`config.mk`:
```
export PLATFORM = sky130hd
export DESIGN_NAME = pegp_top
export DESIGN_NICKNAME = d
export VERILOG_FILES = /design/src/core/pegp_pkg.sv /design/src/core/pegp_bit7_sel.sv /design/src/core/pegp_top.sv
export SDC_FILE = /design/constraint.sdc
export NUM_CORES = 1
export LEC_CHECK = 0
export ABC_AREA = 1
export BUFFER_PORTS_ARGS = -buffer_cell sky130_fd_sc_hd__buf_2
export CAP_MARGIN = 20
export CORE_MARGIN = 3
export CORE_UTILIZATION = 30
export DETAILED_ROUTE_END_ITERATION = 8
export MAX_ROUTING_LAYER = met4
export PLACE_DENSITY = 0.54
export SYNTH_ARGS = -nofsm -noshare
export SYNTH_HDL_FRONTEND = slang
export SYNTH_HIERARCHICAL = 1
export SYNTH_SLANG_ARGS = --single-unit
export TNS_END_PERCENT = 20
```
`constraint.sdc`:
```
create_clock -name pclk -period 1.5 [get_ports pclk]
set_input_delay 0.3 -clock pclk [delete_from_list [all_inputs] [get_ports pclk]]
set_output_delay 0.3 -clock pclk [all_outputs]
set_load 0.1 [all_outputs]
```
`src/core/pegp_pkg.sv`:
```
// Purpose: Shared constants and types for the port E general I/O block.
// Assumes: 32-bit APB with 12-bit byte addresses, one register per word.
// Notes:   Every offset, field position and reset value lives here.
package pegp_pkg;

    localparam int            PEGP_WIDTH       = 8;
    localparam int            PEGP_ADDR_W      = 12;

    // Register byte addresses.
    localparam logic [11:0]   PEGP_OFS_DIR     = 12'h000;
    localparam logic [11:0]   PEGP_OFS_OUT     = 12'h004;
    localparam logic [11:0]   PEGP_OFS_CFG     = 12'h008;
    localparam logic [11:0]   PEGP_OFS_STAT    = 12'h00C;

    // Reset values.
    localparam logic [7:0]    PEGP_DIR_RST     = 8'h00;
    localparam logic [7:0]    PEGP_OUT_RST     = 8'h00;
    localparam logic [8:0]    PEGP_CFG_RST     = 9'h100;

    // Field positions of the bit 7 timer configuration register.
    localparam int            PEGP_CFG_LANE0_MSB = 7;
    localparam int            PEGP_CFG_DIS_BIT   = 8;

    // Field positions of the status register.
    localparam int            PEGP_STAT_PIN_LSB = 0;
    localparam int            PEGP_STAT_OWN_LSB = 8;

    // Byte lanes of pstrb.
    localparam int            PEGP_LANE0       = 0;
    localparam int            PEGP_LANE1       = 1;

    // Timer encodings that decide whether bit 7 goes to the timer.
    localparam logic [1:0]    PEGP_CMD_NONE    = 2'h0;
    localparam logic [3:0]    PEGP_IOD_MASK_A  = 4'hE;
    localparam logic [3:0]    PEGP_IOD_OUT_A   = 4'hA;
    localparam logic [3:0]    PEGP_IOD_OUT_B   = 4'h9;

    typedef struct packed {
        logic       timer_d3_output_disable;
        logic [1:0] combination_mode_select;
        logic       pwm_mode_three;
        logic       d1_pwm_output_select;
        logic [3:0] d_io_control_field;
    } pegp_bit7_cfg_t;

    typedef struct packed {
        logic [7:0] level;
        logic [7:0] oe_n;
    } pegp_pin_drive_t;

    typedef enum logic {
        PEGP_ST_IDLE = 1'b0,
        PEGP_ST_RESP = 1'b1
    } pegp_apb_state_t;

endpackage

```
`src/core/pegp_bit7_sel.sv`:
```
// Purpose: Decides whether port E bit 7 is owned by the timer D3 output.
// Assumes: Configuration comes from registers on the same clock.
// Notes:   Purely combinational; the caller registers the result.
`timescale 1ns/1ps
module pegp_bit7_sel
    import pegp_pkg::*;
(
    input  pegp_bit7_cfg_t cfg,
    output logic           timer_owns
);

    always_comb begin
        timer_owns = 1'b0;
        if (!cfg.timer_d3_output_disable) begin
            if (cfg.combination_mode_select != PEGP_CMD_NONE) begin
                timer_owns = 1'b1;
            end else if (cfg.pwm_mode_three) begin
                if (cfg.d1_pwm_output_select) begin
                    timer_owns = 1'b1;
                end else if ((cfg.d_io_control_field & PEGP_IOD_MASK_A) == PEGP_IOD_OUT_A) begin
                    timer_owns = 1'b1;
                end else if (cfg.d_io_control_field == PEGP_IOD_OUT_B) begin
                    timer_owns = 1'b1;
                end
            end
        end
    end

endmodule

```
`src/core/pegp_top.sv`:
```
// Purpose: Eight-bit port E general I/O with timer pin sharing, APB slave.
// Assumes: Pins are asynchronous; timer signals share pclk.
// Notes:   Every access phase lasts two cycles; pready comes from a flop.
//
// Added by the designer: the address map and the APB interface to the registers.
`timescale 1ns/1ps
module pegp_top
    import pegp_pkg::*;
(
    input  wire logic                   pclk,
    input  wire logic                   presetn,

    input  wire logic                   psel,
    input  wire logic                   penable,
    input  wire logic                   pwrite,
    input  wire logic [PEGP_ADDR_W-1:0] paddr,
    input  wire logic [31:0]            pwdata,
    input  wire logic [3:0]             pstrb,
    output logic      [31:0]            prdata,
    output logic                        pready,
    output logic                        pslverr,

    input  wire logic [PEGP_WIDTH-1:0]  pin_in,
    output pegp_pin_drive_t             pin_drive,

    input  wire logic [PEGP_WIDTH-1:0]  timer_out,
    input  wire logic [PEGP_WIDTH-2:0]  timer_drive,
    output logic      [PEGP_WIDTH-1:0]  timer_pin_level
);

    function automatic logic reg_hit(
        input logic [PEGP_ADDR_W-1:0] addr,
        input logic [PEGP_ADDR_W-1:0] ofs
    );
        reg_hit = (addr == ofs);
    endfunction

    pegp_apb_state_t             state_reg;

    logic [PEGP_WIDTH-1:0]       dir_reg;
    logic [PEGP_WIDTH-1:0]       out_reg;
    pegp_bit7_cfg_t              cfg_reg;

    logic [PEGP_WIDTH-1:0]       pin_meta_reg;
    logic [PEGP_WIDTH-1:0]       pin_sync_reg;

    logic [PEGP_WIDTH-1:0]       own_reg;
    logic [PEGP_WIDTH-1:0]       level_reg;
    logic [PEGP_WIDTH-1:0]       oe_n_reg;

    logic [31:0]                 prdata_reg;
    logic                        pready_reg;
    logic                        pslverr_reg;

    logic                        bit7_timer;
    logic [PEGP_WIDTH-1:0]       own_next;
    logic [PEGP_WIDTH-1:0]       out_view;
    logic [31:0]                 rdata_next;
    logic                        addr_ok;
    logic                        commit;
    logic                        wr_commit;

    // Bit 7 ownership decoded from the timer configuration register.
    pegp_bit7_sel u_bit7_sel (
        .cfg        (cfg_reg),
        .timer_owns (bit7_timer)
    );

    // Bits 6 to 0 are owned by the timer when it requests the pin.
    always_comb begin
        own_next = {bit7_timer, timer_drive};
    end

    // Transfer completes at the edge where the master sees pready high.
    always_comb begin
        commit    = (state_reg == PEGP_ST_RESP) && psel && penable;
        wr_commit = commit && pwrite;
    end

    always_comb begin
        addr_ok = reg_hit(paddr, PEGP_OFS_DIR)
               || reg_hit(paddr, PEGP_OFS_OUT)
               || reg_hit(paddr, PEGP_OFS_CFG)
               || reg_hit(paddr, PEGP_OFS_STAT);
    end

    // Output data readback mixes stored and live values per direction bit.
    always_comb begin
        out_view = (out_reg & dir_reg)
                 | (pin_sync_reg & ~dir_reg);
    end

    // Read data mux. The direction register is write-only and reads zero.
    always_comb begin
        rdata_next = 32'h0000_0000;
        if (reg_hit(paddr, PEGP_OFS_OUT)) begin
            rdata_next[PEGP_WIDTH-1:0] = out_view;
        end else if (reg_hit(paddr, PEGP_OFS_CFG)) begin
            rdata_next[PEGP_CFG_DIS_BIT:0] = cfg_reg;
        end else if (reg_hit(paddr, PEGP_OFS_STAT)) begin
            rdata_next[PEGP_STAT_PIN_LSB +: PEGP_WIDTH] = pin_sync_reg;
            rdata_next[PEGP_STAT_OWN_LSB +: PEGP_WIDTH] = own_reg;
        end
    end

    // APB handshake: pready rises one cycle into the access phase.
    always_ff @(posedge pclk or negedge presetn) begin
        if (!presetn) begin
            state_reg   <= PEGP_ST_IDLE;
            pready_reg  <= 1'b0;
            pslverr_reg <= 1'b0;
            prdata_reg  <= 32'h0000_0000;
        end else begin
            unique case (state_reg)
                PEGP_ST_IDLE: begin
                    if (psel && penable) begin
                        state_reg   <= PEGP_ST_RESP;
                        pready_reg  <= 1'b1;
                        pslverr_reg <= !addr_ok;
                        if (!pwrite && addr_ok) begin
                            prdata_reg <= rdata_next;
                        end else begin
                            prdata_reg <= 32'h0000_0000;
                        end
                    end
                end
                PEGP_ST_RESP: begin
                    state_reg   <= PEGP_ST_IDLE;
                    pready_reg  <= 1'b0;
                    pslverr_reg <= 1'b0;
                    prdata_reg  <= 32'h0000_0000;
                end
            endcase
        end
    end

    // Direction register.
    always_ff @(posedge pclk or negedge presetn) begin
        if (!presetn) begin
            dir_reg <= PEGP_DIR_RST;
        end else if (wr_commit && reg_hit(paddr, PEGP_OFS_DIR)
                     && pstrb[PEGP_LANE0]) begin
            dir_reg <= pwdata[PEGP_WIDTH-1:0];
        end
    end

    // Output data register keeps the written value whatever the direction.
    always_ff @(posedge pclk or negedge presetn) begin
        if (!presetn) begin
            out_reg <= PEGP_OUT_RST;
        end else if (wr_commit && reg_hit(paddr, PEGP_OFS_OUT)
                     && pstrb[PEGP_LANE0]) begin
            out_reg <= pwdata[PEGP_WIDTH-1:0];
        end
    end

    // Bit 7 timer configuration register, written per byte lane.
    always_ff @(posedge pclk or negedge presetn) begin
        if (!presetn) begin
            cfg_reg <= pegp_bit7_cfg_t'(PEGP_CFG_RST);
        end else if (wr_commit && reg_hit(paddr, PEGP_OFS_CFG)) begin
            if (pstrb[PEGP_LANE0]) begin
                cfg_reg[PEGP_CFG_LANE0_MSB:0] <= pwdata[PEGP_CFG_LANE0_MSB:0];
            end
            if (pstrb[PEGP_LANE1]) begin
                cfg_reg[PEGP_CFG_DIS_BIT] <= pwdata[PEGP_CFG_DIS_BIT];
            end
        end
    end

    // Two-stage synchroniser; only the second stage feeds any logic.
    always_ff @(posedge pclk or negedge presetn) begin
        if (!presetn) begin
            pin_meta_reg <= '0;
            pin_sync_reg <= '0;
        end else begin
            pin_meta_reg <= pin_in;
            pin_sync_reg <= pin_meta_reg;
        end
    end

    // Timer capture always sees the pin, as input channels share it.
    always_ff @(posedge pclk or negedge presetn) begin
        if (!presetn) begin
            timer_pin_level <= '0;
        end else begin
            timer_pin_level <= pin_sync_reg;
        end
    end

    // Pin drivers: timer ownership first, then general I/O direction.
    genvar gi;
    generate
        for (gi = 0; gi < PEGP_WIDTH; gi++) begin : g_pin
            always_ff @(posedge pclk or negedge presetn) begin
                if (!presetn) begin
                    own_reg[gi]   <= 1'b0;
                    level_reg[gi] <= 1'b0;
                    oe_n_reg[gi]  <= 1'b1;
                end else begin
                    own_reg[gi] <= own_next[gi];
                    if (own_next[gi]) begin
                        level_reg[gi] <= timer_out[gi];
                        oe_n_reg[gi]  <= 1'b0;
                    end else begin
                        level_reg[gi] <= out_reg[gi];
                        oe_n_reg[gi]  <= !dir_reg[gi];
                    end
                end
            end
        end
    endgenerate

    always_comb begin
        pin_drive.level = level_reg;
        pin_drive.oe_n  = oe_n_reg;
        prdata          = prdata_reg;
        pready          = pready_reg;
        pslverr         = pslverr_reg;
    end

endmodule

```
==> metrics.txt, run 1 <==
Chip Width 118 um; first-pass GRT wire length 14500 um; Finish-stage setup viols 0; mux contribution to synthesized area 0; clock skew 0.0102 ns; Mapped Area 3730 um2; min cycle time layout 1.46 ns; fin cells 670; Cell Int Power 0.00418 W; CTS buffer count 9; crit path cell chain buf_2; starting density of the core 0.309; critical path capture point type primary output; die area 13800 um2; wire per inst 13.2 um; Detailed Route Iter0 Violations 124; H-Tree Depth 3; Setup TNS 0 ns; DRT Pass-1 Iters 4; CP bufs+invs 1; Cells after Synth 381; largest family of logic cells by synthesized area simple AND/OR/NAND/NOR gates; Via-to-Cell Ratio 4.16; crit path max fanout 2; worst skew pair latency 0.35 ns; P_sw 0.00163 W; Synth Area in Compound Gates 0.0711; clk sinks 92; worst path required time 1.20 ns; vias in the first global route 2837; Total Routed Length 8830 um; syn_area_per_cell 9.79 um2; Post-Synth Adder-Cell Area 0; Residual DRC 0; WS Path Type flip-flop to primary output; static leakage 2.63 nW; max-slew violation count 0; FF+latch count, synth 92; Reg power frac 0.446; Worst Hold Path Cells 1; # nets final 572; Simple-Gate Fraction of Synth Area 0.221; Logic pwr share 0.133; asr flop ratio synth 1.00; core box area 12100 um2; max incr delay on CP 0.44 ns; Die H 118 um; GPL Wtd Cong 0.818; num rows 40; Ys Warns 6; R2R depth 8; endpoints failing hold 0; fraction of layout instances using a drive strength above 1 0.339; TritonCTS clock tree done; initial antenna violation count 1; largest net degree at the start of global routing 37; CP Data Arrival Time 1.16 ns; max-cap viol count 0; RSZ-0062 raised after global routing no; CP Depth 1; outcome finished, final reports clean; area grow syn2layout 32.5%; number of I/O port buffers 92; dpl hpwl 6480 um; VDD IR max 0.000502 V; CP max-delay cell buf_2; Post-DRT Antenna Nets 0; post-synthesis xor/xnor area fraction 0; grt total ovfl 0; Hold Path Class input pin to flip-flop; sequential share of the synthesized area 0.620; fin crit share 0.971; Global Route Usage Sum 0.138; I/O pin count 134; Primary FF master, synth dfrtp_1; CTS max path bufs 2; PD cells 1180 nW/um2; Clk pwr share 0.421; final core occ 0.410; CTS root buf clkbuf_16; distinct cell type count after synthesis 27; CP top delay family buffers and inverters; crit start category flip-flop; FMAX 686 MHz; number of enable flip-flop cells after synthesis 0; Net Sw Frac 0.281; Reg clk slew, reported paths 0.07 ns; Fill cells 1199; Vias 2790; placed cell count 652
## worst reg2reg max path: cells and delay by family, from the launching register on
family,cells,cell delay (ns)
AO/OA/AOI/OAI,1,0.05
buffers and inverters,1,0.16
flip-flops,1,0.40
AND/OR/NAND/NOR,6,0.62
## power groups by stage
stage | sequential [W] | combinational (W) | clock (W)
3_3_place_gp | 0.00264 | 0.000774 | 0
6_report | 0.00259 | 0.000770 | 0.00245
4_1_cts | 0.00259 | 0.000782 | 0.00251
5_1_grt | 0.00260 | 0.000815 | 0.00260
2_1_floorplan | 0.00291 | 0.000278 | 0
3_5_place_dp | 0.00264 | 0.000779 | 0
## routing by layer
layer | global-route usage | share of wire | vias to the layer above
met5 | - | 0 | -
met4 | 0.0579 | 0.021 | 0
met3 | 0.0399 | 0.048 | 12
met2 | 0.223 | 0.49 | 56
met1 | 0.163 | 0.44 | 1320
li1 | - | - | 1402
## through the flow
step | hold slack (ns) | instance area [um2] | setup WS, ns | power [W]
after floorplan | 0.00441 | 3790 | 0.183 | 0.00319
final | 0.0513 | 4940 | 0.0430 | 0.00581
after CTS | 0.0415 | 4940 | 0.0281 | 0.00588
after detailed placement | 0.227 | 4600 | -0.0329 | 0.00342
after global placement | 0.220 | 4600 | 0.00102 | 0.00341
after global routing | 0.0419 | 4940 | 0.0118 | 0.00602
## final cells by class
cell class | instances | area (um2) | share of cell area
repair buffers | 114 | 801 | 0.162
multi-input cells | 242 | 1150 | 0.233
clock inverters | 7 | 98.8 | 0.0200
diodes | 1 | 2.50 | 0.000506
inverters | 37 | 139 | 0.0281
flip-flops and latches | 92 | 2310 | 0.468
clock buffers | 9 | 225 | 0.0456
well taps | 168 | 210 | 0.0425
## cell usage in the layout, fill, tap and decap left out, drive strengths merged, types with 2 or more instances in the layout
cell type  count
a21oi          8
inv           38
dfrtp         83
conb          16
nor2          48
nand4          4
nand2         98
dfstp          9
bufinv         2
buf          113
nand3         28
o21ai         35
clkbuf         9
clkinv         3
nor3           3
## synth_stat cells (2+ instances only)
library cell / n / area share
o21ai_0: 11 / 0.015
inv_1: 34 / 0.034
nor2_1: 42 / 0.042
nand2_2: 6 / 0.010
dfrtp_1: 83 / 0.56
o21ai_2: 10 / 0.023
nor3_2: 2 / 0.0054
a21oi_1: 7 / 0.0094
o21ai_1: 14 / 0.019
buf_2: 6 / 0.0080
inv_2: 3 / 0.0030
buf_4: 16 / 0.032
nand2_4: 2 / 0.0060
nand2_1: 90 / 0.091
nand3_1: 28 / 0.038
nand4_1: 3 / 0.0050
dfstp_2: 9 / 0.063
nor2_2: 2 / 0.0034
buf_6: 3 / 0.0091
nor2_4: 3 / 0.0091
## kinds of logic after synthesis
group | Yosys count
flops | 92
compound gates | 44
buf+inv | 62
simple gates | 182
other cells | 1
## worst paths after layout
path	startpoint	end	slack (ns)
setup / recovery	prdata[1]	prdata[1]	0.04
hold / removal	pin_in[0]	pin_meta_reg[0]	0.05
hold reg to reg	pin_meta_reg[5]	pin_sync_reg[5]	0.35
setup reg to reg	state_reg	dir_reg[4]	0.16
min in group asynchronous	presetn	prdata[10]	0.39
max in group asynchronous	presetn	cfg_reg[8]	0.53
## repair_timing
action / 4_1_cts / 5_1_grt
endpoints found under the setup margin: 0 / 8
hold endpoints to repair: 19 / 0
setup buffers: 0 / 0
hold buffers: 1 / 0
resized for setup: 0 / 1
Note: power is estimated with default switching activity, not from simulation.
==> run 2, diff against run 1 <==
--- a/config.mk
+++ b/config.mk
@@ -12,7 +12,7 @@
 export CORE_UTILIZATION = 30
 export DETAILED_ROUTE_END_ITERATION = 8
 export MAX_ROUTING_LAYER = met4
-export PLACE_DENSITY = 0.54
+export PLACE_DENSITY = 0.56
 export SYNTH_ARGS = -nofsm -noshare
 export SYNTH_HDL_FRONTEND = slang
 export SYNTH_HIERARCHICAL = 1
==> constraint.sdc (replaced) <==
create_clock -name pclk -period 1.22 [get_ports pclk]
set_input_delay 0.244 -clock pclk [delete_from_list [all_inputs] [get_ports pclk]]
set_output_delay 0.244 -clock pclk [all_outputs]
set_load 0.1 [all_outputs]
==> metrics.txt, run 2 (synthesized netlist as in run 1, its figures left out) <==
Fill cells 1124 (was 1199); max incr delay on CP 0.55 ns (was 0.44 ns); CTS max path bufs 2 (unchanged); Reg clk slew, reported paths 0.07 ns (about the same); dpl hpwl 6690 um (was 6480 um); R2R Path End dir_reg[3] (was dir_reg[4]); die area 13800 um2 (unchanged); Via-to-Cell Ratio 4.20 (was 4.16); static leakage 2.83 nW (was 2.63 nW); I/O pin count 134 (unchanged); endpoints failing hold 0 (unchanged); CTS root buf clkbuf_16 (unchanged); CP Data Arrival Time 1.07 ns (was 1.16 ns); max-cap viol count 0 (unchanged); Logic pwr share 0.160 (was 0.133); Worst Hold Path EP pin_meta_reg[3] (was pin_meta_reg[0]); H-Tree Depth 3 (unchanged); CP top delay family flip-flops (was buffers and inverters); min cycle time layout 1.31 ns; overall power 0.00683 W (was 0.00581 W); Die H 118 um (unchanged); vias in the first global route 2938 (was 2837); Clk pwr share 0.370 (was 0.421); GPL Wtd Cong 0.792 (was 0.818); Chip Width 118 um (unchanged); Total Routed Length 9010 um (was 8830 um); outcome complete, but fails checks (was finished, final reports clean); TritonCTS clock tree done (unchanged); worst skew pair latency 0.34 ns (was 0.35 ns); Cell Int Power 0.00485 W (was 0.00418 W); Reg power frac 0.470 (was 0.446); worst setup margin -0.0916 ns (was 0.0430 ns); PD cells 1220 nW/um2 (was 1180 nW/um2); RSZ-0062 raised after global routing yes (was no); critical path capture point type primary output (unchanged); first-pass GRT wire length 14900 um (was 14500 um); fraction of layout instances using a drive strength above 1 0.380 (was 0.339); Vias 2887 (was 2790); Global Route Usage Sum 0.139 (was 0.138); crit start category flip-flop (unchanged); num rows 40 (unchanged); CP startpoint pin_drive[6] (was prdata[1]); fin crit share 1.08; Hold Path Class input pin to flip-flop (unchanged); worst path required time 0.98 ns (was 1.20 ns); initial antenna violation count 0 (was 1); number of I/O port buffers 92 (unchanged); hold path start pin_in[3] (was pin_in[0]); Residual DRC 0 (unchanged); Detailed Route Iter0 Violations 92 (was 124); clock skew 0.00826 ns (was 0.0102 ns); area grow syn2layout 50.5% (was 32.5%); crit path cell chain buf_12 (was buf_2); CTS buffer count 9 (unchanged); CP max-delay cell dfstp_2 (was buf_2); failing checks negative setup slack; most frequent cells in the layout dfrtp_1, nand2_1, buf_2 (was nand2_1, dfrtp_1, buf_2); Post-DRT Antenna Nets 0 (unchanged); max-slew violation count 0 (unchanged); starting density of the core 0.309 (unchanged); R2R depth 8 (unchanged); antenna fix cells 0 (was 1); FMAX 762 MHz; largest net degree at the start of global routing 25 (was 37); DRT Pass-1 Iters 4 (unchanged); wire per inst 13.1 um (was 13.2 um); Worst Hold Path Cells 1 (unchanged); Finish-stage setup viols 38 (was 0); worst reg2reg startpoint state_reg (unchanged); r2r setup slk -0.07 ns (was 0.16 ns); VDD IR max 0.000537 V (was 0.000502 V); core box area 12100 um2 (unchanged); grt total ovfl 0 (unchanged); P_sw 0.00199 W (was 0.00163 W); most common cell after layout, fill and taps aside dfrtp_1 (was nand2_1); CP bufs+invs 1 (unchanged); crit path max fanout 1 (was 2); clk sinks 92 (unchanged); WS Path Type flip-flop to primary output (unchanged); final core occ 0.465 (was 0.410); Net Sw Frac 0.291 (was 0.281); # nets final 590 (was 572)
run 2: cell types whose count changed in the layout (fill, tap and decap cells not counted), sizes merged:
| cell | delta |
|---|---|
| clkbuf | +1 |
| clkinvlp | +2 |
| buf | +13 |
| dlygate4sd3 | +5 |
| bufinv | -2 |
| inv | -1 |
| diode | -1 |
run 2: timing repair:
action | 4_1_cts | 5_1_grt
setup buffers | 0 | 3
setup endpoints to repair | 46 | 55
resized for setup | 16 | 9
hold endpoints to repair | 17 | 0
pin swaps | 10 | 3
hold buffers | 6 | 0
run 2: cell type report:
cell class	count	area [um2]	area share
sequential	92	2310	0.412
tap	168	210	0.0374
multi-input combinational	242	1220	0.218
inverter	37	139	0.0247
clock buffer	10	229	0.0408
clock inverter	6	41.3	0.00735
timing repair buffer	132	1460	0.260
run 2: power by group through the flow:
stage / Clock, W / Combinational (W) / Sequential, W
after detailed placement: 0 / 0.00108 / 0.00327
after global placement: 0 / 0.00108 / 0.00327
final: 0.00253 / 0.00109 / 0.00321
after global routing: 0.00273 / 0.00115 / 0.00322
after floorplan: 0 / 0.000342 / 0.00358
after CTS: 0.00260 / 0.00110 / 0.00322
run 2: worst max-delay path by stage:
stage,end,slack (ns),cells past startpoint
after floorplan,dir_reg[6],-0.05,8
after global placement,prdata[11],-0.24,10
after detailed placement,prdata[9],-0.26,10
after CTS,pin_drive[7],-0.11,1
after global routing,dir_reg[2],-0.17,8
final,pin_drive[6],-0.09,1
run 2: routing by layer:
layer	GRT usage	part of all wire	vias up
li1	-	-	1433
met1	0.171	0.45	1367
met2	0.222	0.49	76
met3	0.0418	0.052	11
met4	0.0410	0.012	0
met5	-	0	-
run 2: per-stage QoR:
step                instances  worst slack, ns  hold WS [ns]  TNS [ns]  instance area [um2]
finish                    687          -0.0916        0.0168     -1.56                 5610
global route              687           -0.169       0.00735     -5.19                 5610
detailed placement        662           -0.262         0.151     -8.07                 5180
CTS                       684           -0.112       0.00564     -2.05                 5560
floorplan                 396          -0.0547       -0.0516    -0.253                 3790
global placement          662           -0.244         0.149     -8.02                 5180
==> run 3, diff against run 2 <==
--- a/config.mk
+++ b/config.mk
@@ -13,6 +13,7 @@
 export DETAILED_ROUTE_END_ITERATION = 8
 export MAX_ROUTING_LAYER = met4
 export PLACE_DENSITY = 0.56
+export RECOVER_POWER = 50
 export SYNTH_ARGS = -nofsm -noshare
 export SYNTH_HDL_FRONTEND = slang
 export SYNTH_HIERARCHICAL = 1
==> metrics.txt, run 3 (synthesized netlist as in run 1, its figures left out) <==
worst reg2reg startpoint state_reg (unchanged); antenna fix cells 0 (unchanged); grt total ovfl 0 (unchanged); largest net degree at the start of global routing 25 (unchanged); Fill cells 1136 (was 1124); CTS root buf clkbuf_16 (unchanged); crit path max fanout 1 (unchanged); worst skew pair latency 0.34 ns (about the same); placed cell count 662 (unchanged); Net Sw Frac 0.291 (about the same); CP top delay family flip-flops (unchanged); R2R Path End dir_reg[3] (unchanged); most common cell after layout, fill and taps aside dfrtp_1 (unchanged); Detailed Route Iter0 Violations 92 (unchanged); H-Tree Depth 3 (unchanged); area grow syn2layout 49.4% (was 50.5%); CTS buffer count 9 (unchanged); CTS max path bufs 2 (unchanged); fin crit share 1.07 (was 1.08); WS Path Type flip-flop to primary output (unchanged); Post-DP Area 5180 um2 (unchanged); endpoints failing hold 0 (unchanged); Reg power frac 0.472 (was 0.470); crit start category flip-flop (unchanged); worst setup margin -0.0915 ns (was -0.0916 ns); DRT Pass-1 Iters 4 (unchanged); Residual DRC 0 (unchanged); P_sw 0.00199 W (about the same); critical path capture point type primary output (unchanged); Via-to-Cell Ratio 4.22 (was 4.20); # nets final 590 (unchanged); num rows 40 (unchanged); core box area 12100 um2 (unchanged); max-cap viol count 0 (unchanged); wire per inst 13.1 um (about the same); post-route cell area 5570 um2 (was 5610 um2); CP bufs+invs 1 (unchanged); CP max-delay cell dfstp_2 (unchanged); fraction of layout instances using a drive strength above 1 0.362 (was 0.380); die area 13800 um2 (unchanged); Die H 118 um (unchanged); vias in the first global route 2938 (unchanged); Hold Path Class input pin to flip-flop (unchanged); VDD IR max 0.000537 V (about the same); Worst Hold Path Cells 1 (unchanged); r2r setup slk -0.06 ns (was -0.07 ns); outcome complete, but fails checks (unchanged); Vias 2900 (was 2887); number of I/O port buffers 92 (unchanged); Global Route Usage Sum 0.139 (unchanged); initial antenna violation count 0 (unchanged); starting density of the core 0.309 (unchanged); worst path required time 0.98 ns (about the same); RSZ-0062 raised after global routing yes (unchanged); hold path start pin_in[3] (unchanged); Multi-input gate area 1220 um2 (unchanged); min cycle time layout 1.31 ns (about the same); failing checks negative setup slack (unchanged); Total Routed Length 8970 um (was 9010 um); Cell Int Power 0.00483 W (was 0.00485 W); static leakage 2.80 nW (was 2.83 nW); Finish-stage setup viols 38 (unchanged); dpl hpwl 6690 um (unchanged); R2R depth 8 (unchanged); most frequent cells in the layout dfrtp_1, nand2_1, buf_12 (was dfrtp_1, nand2_1, buf_2); Setup TNS -1.48 ns (was -1.56 ns); max incr delay on CP 0.55 ns (about the same); first-pass GRT wire length 14900 um (unchanged); max-slew violation count 0 (unchanged); clk sinks 92 (unchanged); TritonCTS clock tree done (unchanged); GPL Wtd Cong 0.792 (unchanged); clock skew 0.00825 ns (was 0.00826 ns); CP Data Arrival Time 1.07 ns (about the same); Chip Width 118 um (unchanged); FMAX 763 MHz (was 762 MHz); FF+latch area 2310 um2 (unchanged); fin cells 687 (unchanged); Post-DRT Antenna Nets 0 (unchanged); Worst Hold Path EP pin_meta_reg[3] (unchanged); Logic pwr share 0.158 (was 0.160); PD cells 1220 nW/um2 (about the same); crit path cell chain buf_12 (unchanged); Clk pwr share 0.371 (was 0.370); I/O pin count 134 (unchanged); Reg clk slew, reported paths 0.07 ns (about the same)
==> run 3: cell count changes in the layout (fill, tap and decap cells not counted), sizes merged <==
cell    previous run  this run
buf              126       116
clkbuf            10        20
==> run 3: layout make-up <==
cell class              instances  area share
clock inverters                 6     0.00741
flip-flops and latches         92       0.415
clock buffers                  10      0.0411
multi-input cells             242       0.220
well taps                     168      0.0377
inverters                      37      0.0249
repair buffers                132       0.254
==> run 3: power by group through the flow <==
stage / combinational, W / clock (W) / sequential (W)
after floorplan: 0.000342 / 0 / 0.00358
after global placement: 0.00108 / 0 / 0.00327
after detailed placement: 0.00108 / 0 / 0.00327
after CTS: 0.00110 / 0.00260 / 0.00322
after global routing: 0.00113 / 0.00273 / 0.00322
final: 0.00108 / 0.00253 / 0.00321
==> run 3: metal layers <==
metal  vias to the layer above  track usage  wire length, um
li1                       1434            -                -
met1                      1386        0.171             4050
met2                        69        0.222             4400
met3                        11       0.0418              415
met4                         0       0.0410              112
met5                         -            -                0
==> run 3: per-stage QoR <==
| stage | power, W | worst slack (ns) | util | hold slack (ns) |
|---|---|---|---|---|
| after floorplan | 0.00392 | -0.0547 | - | -0.0516 |
| after global placement | 0.00435 | -0.244 | 0.429 | 0.149 |
| after detailed placement | 0.00435 | -0.262 | 0.429 | 0.151 |
| after CTS | 0.00692 | -0.112 | 0.461 | 0.00564 |
| after global routing | 0.00708 | -0.169 | 0.462 | 0.00735 |
| final | 0.00682 | -0.0915 | 0.462 | 0.0169 |
==> run 3: worst max-delay path by stage <==
stage          depth (start not counted)         start      endpoint
4_1_cts                                1  pin_drive[7]  pin_drive[7]
3_3_place_gp                          10     paddr[11]    prdata[11]
5_1_grt                                8     state_reg    dir_reg[2]
3_5_place_dp                          10     paddr[11]     prdata[9]
2_1_floorplan                          8     state_reg    dir_reg[6]
6_report                               1  pin_drive[6]  pin_drive[6]
==> run 3: worst reg2reg max path: cells and delay by family, from the launching register on <==
family          cells  cell delay, ns
buf+inv             1            0.16
simple gates        6            0.57
compound gates      1            0.05
flops               1            0.40
==> run 3: what timing repair did <==
item                                    CTS  global route
endpoints found under the setup margin   46            55
setup buffers                             0             3
hold buffers                              6             0
endpoints found under the hold margin    17             0
pin swaps                                10             3
gates resized for setup                  16             9
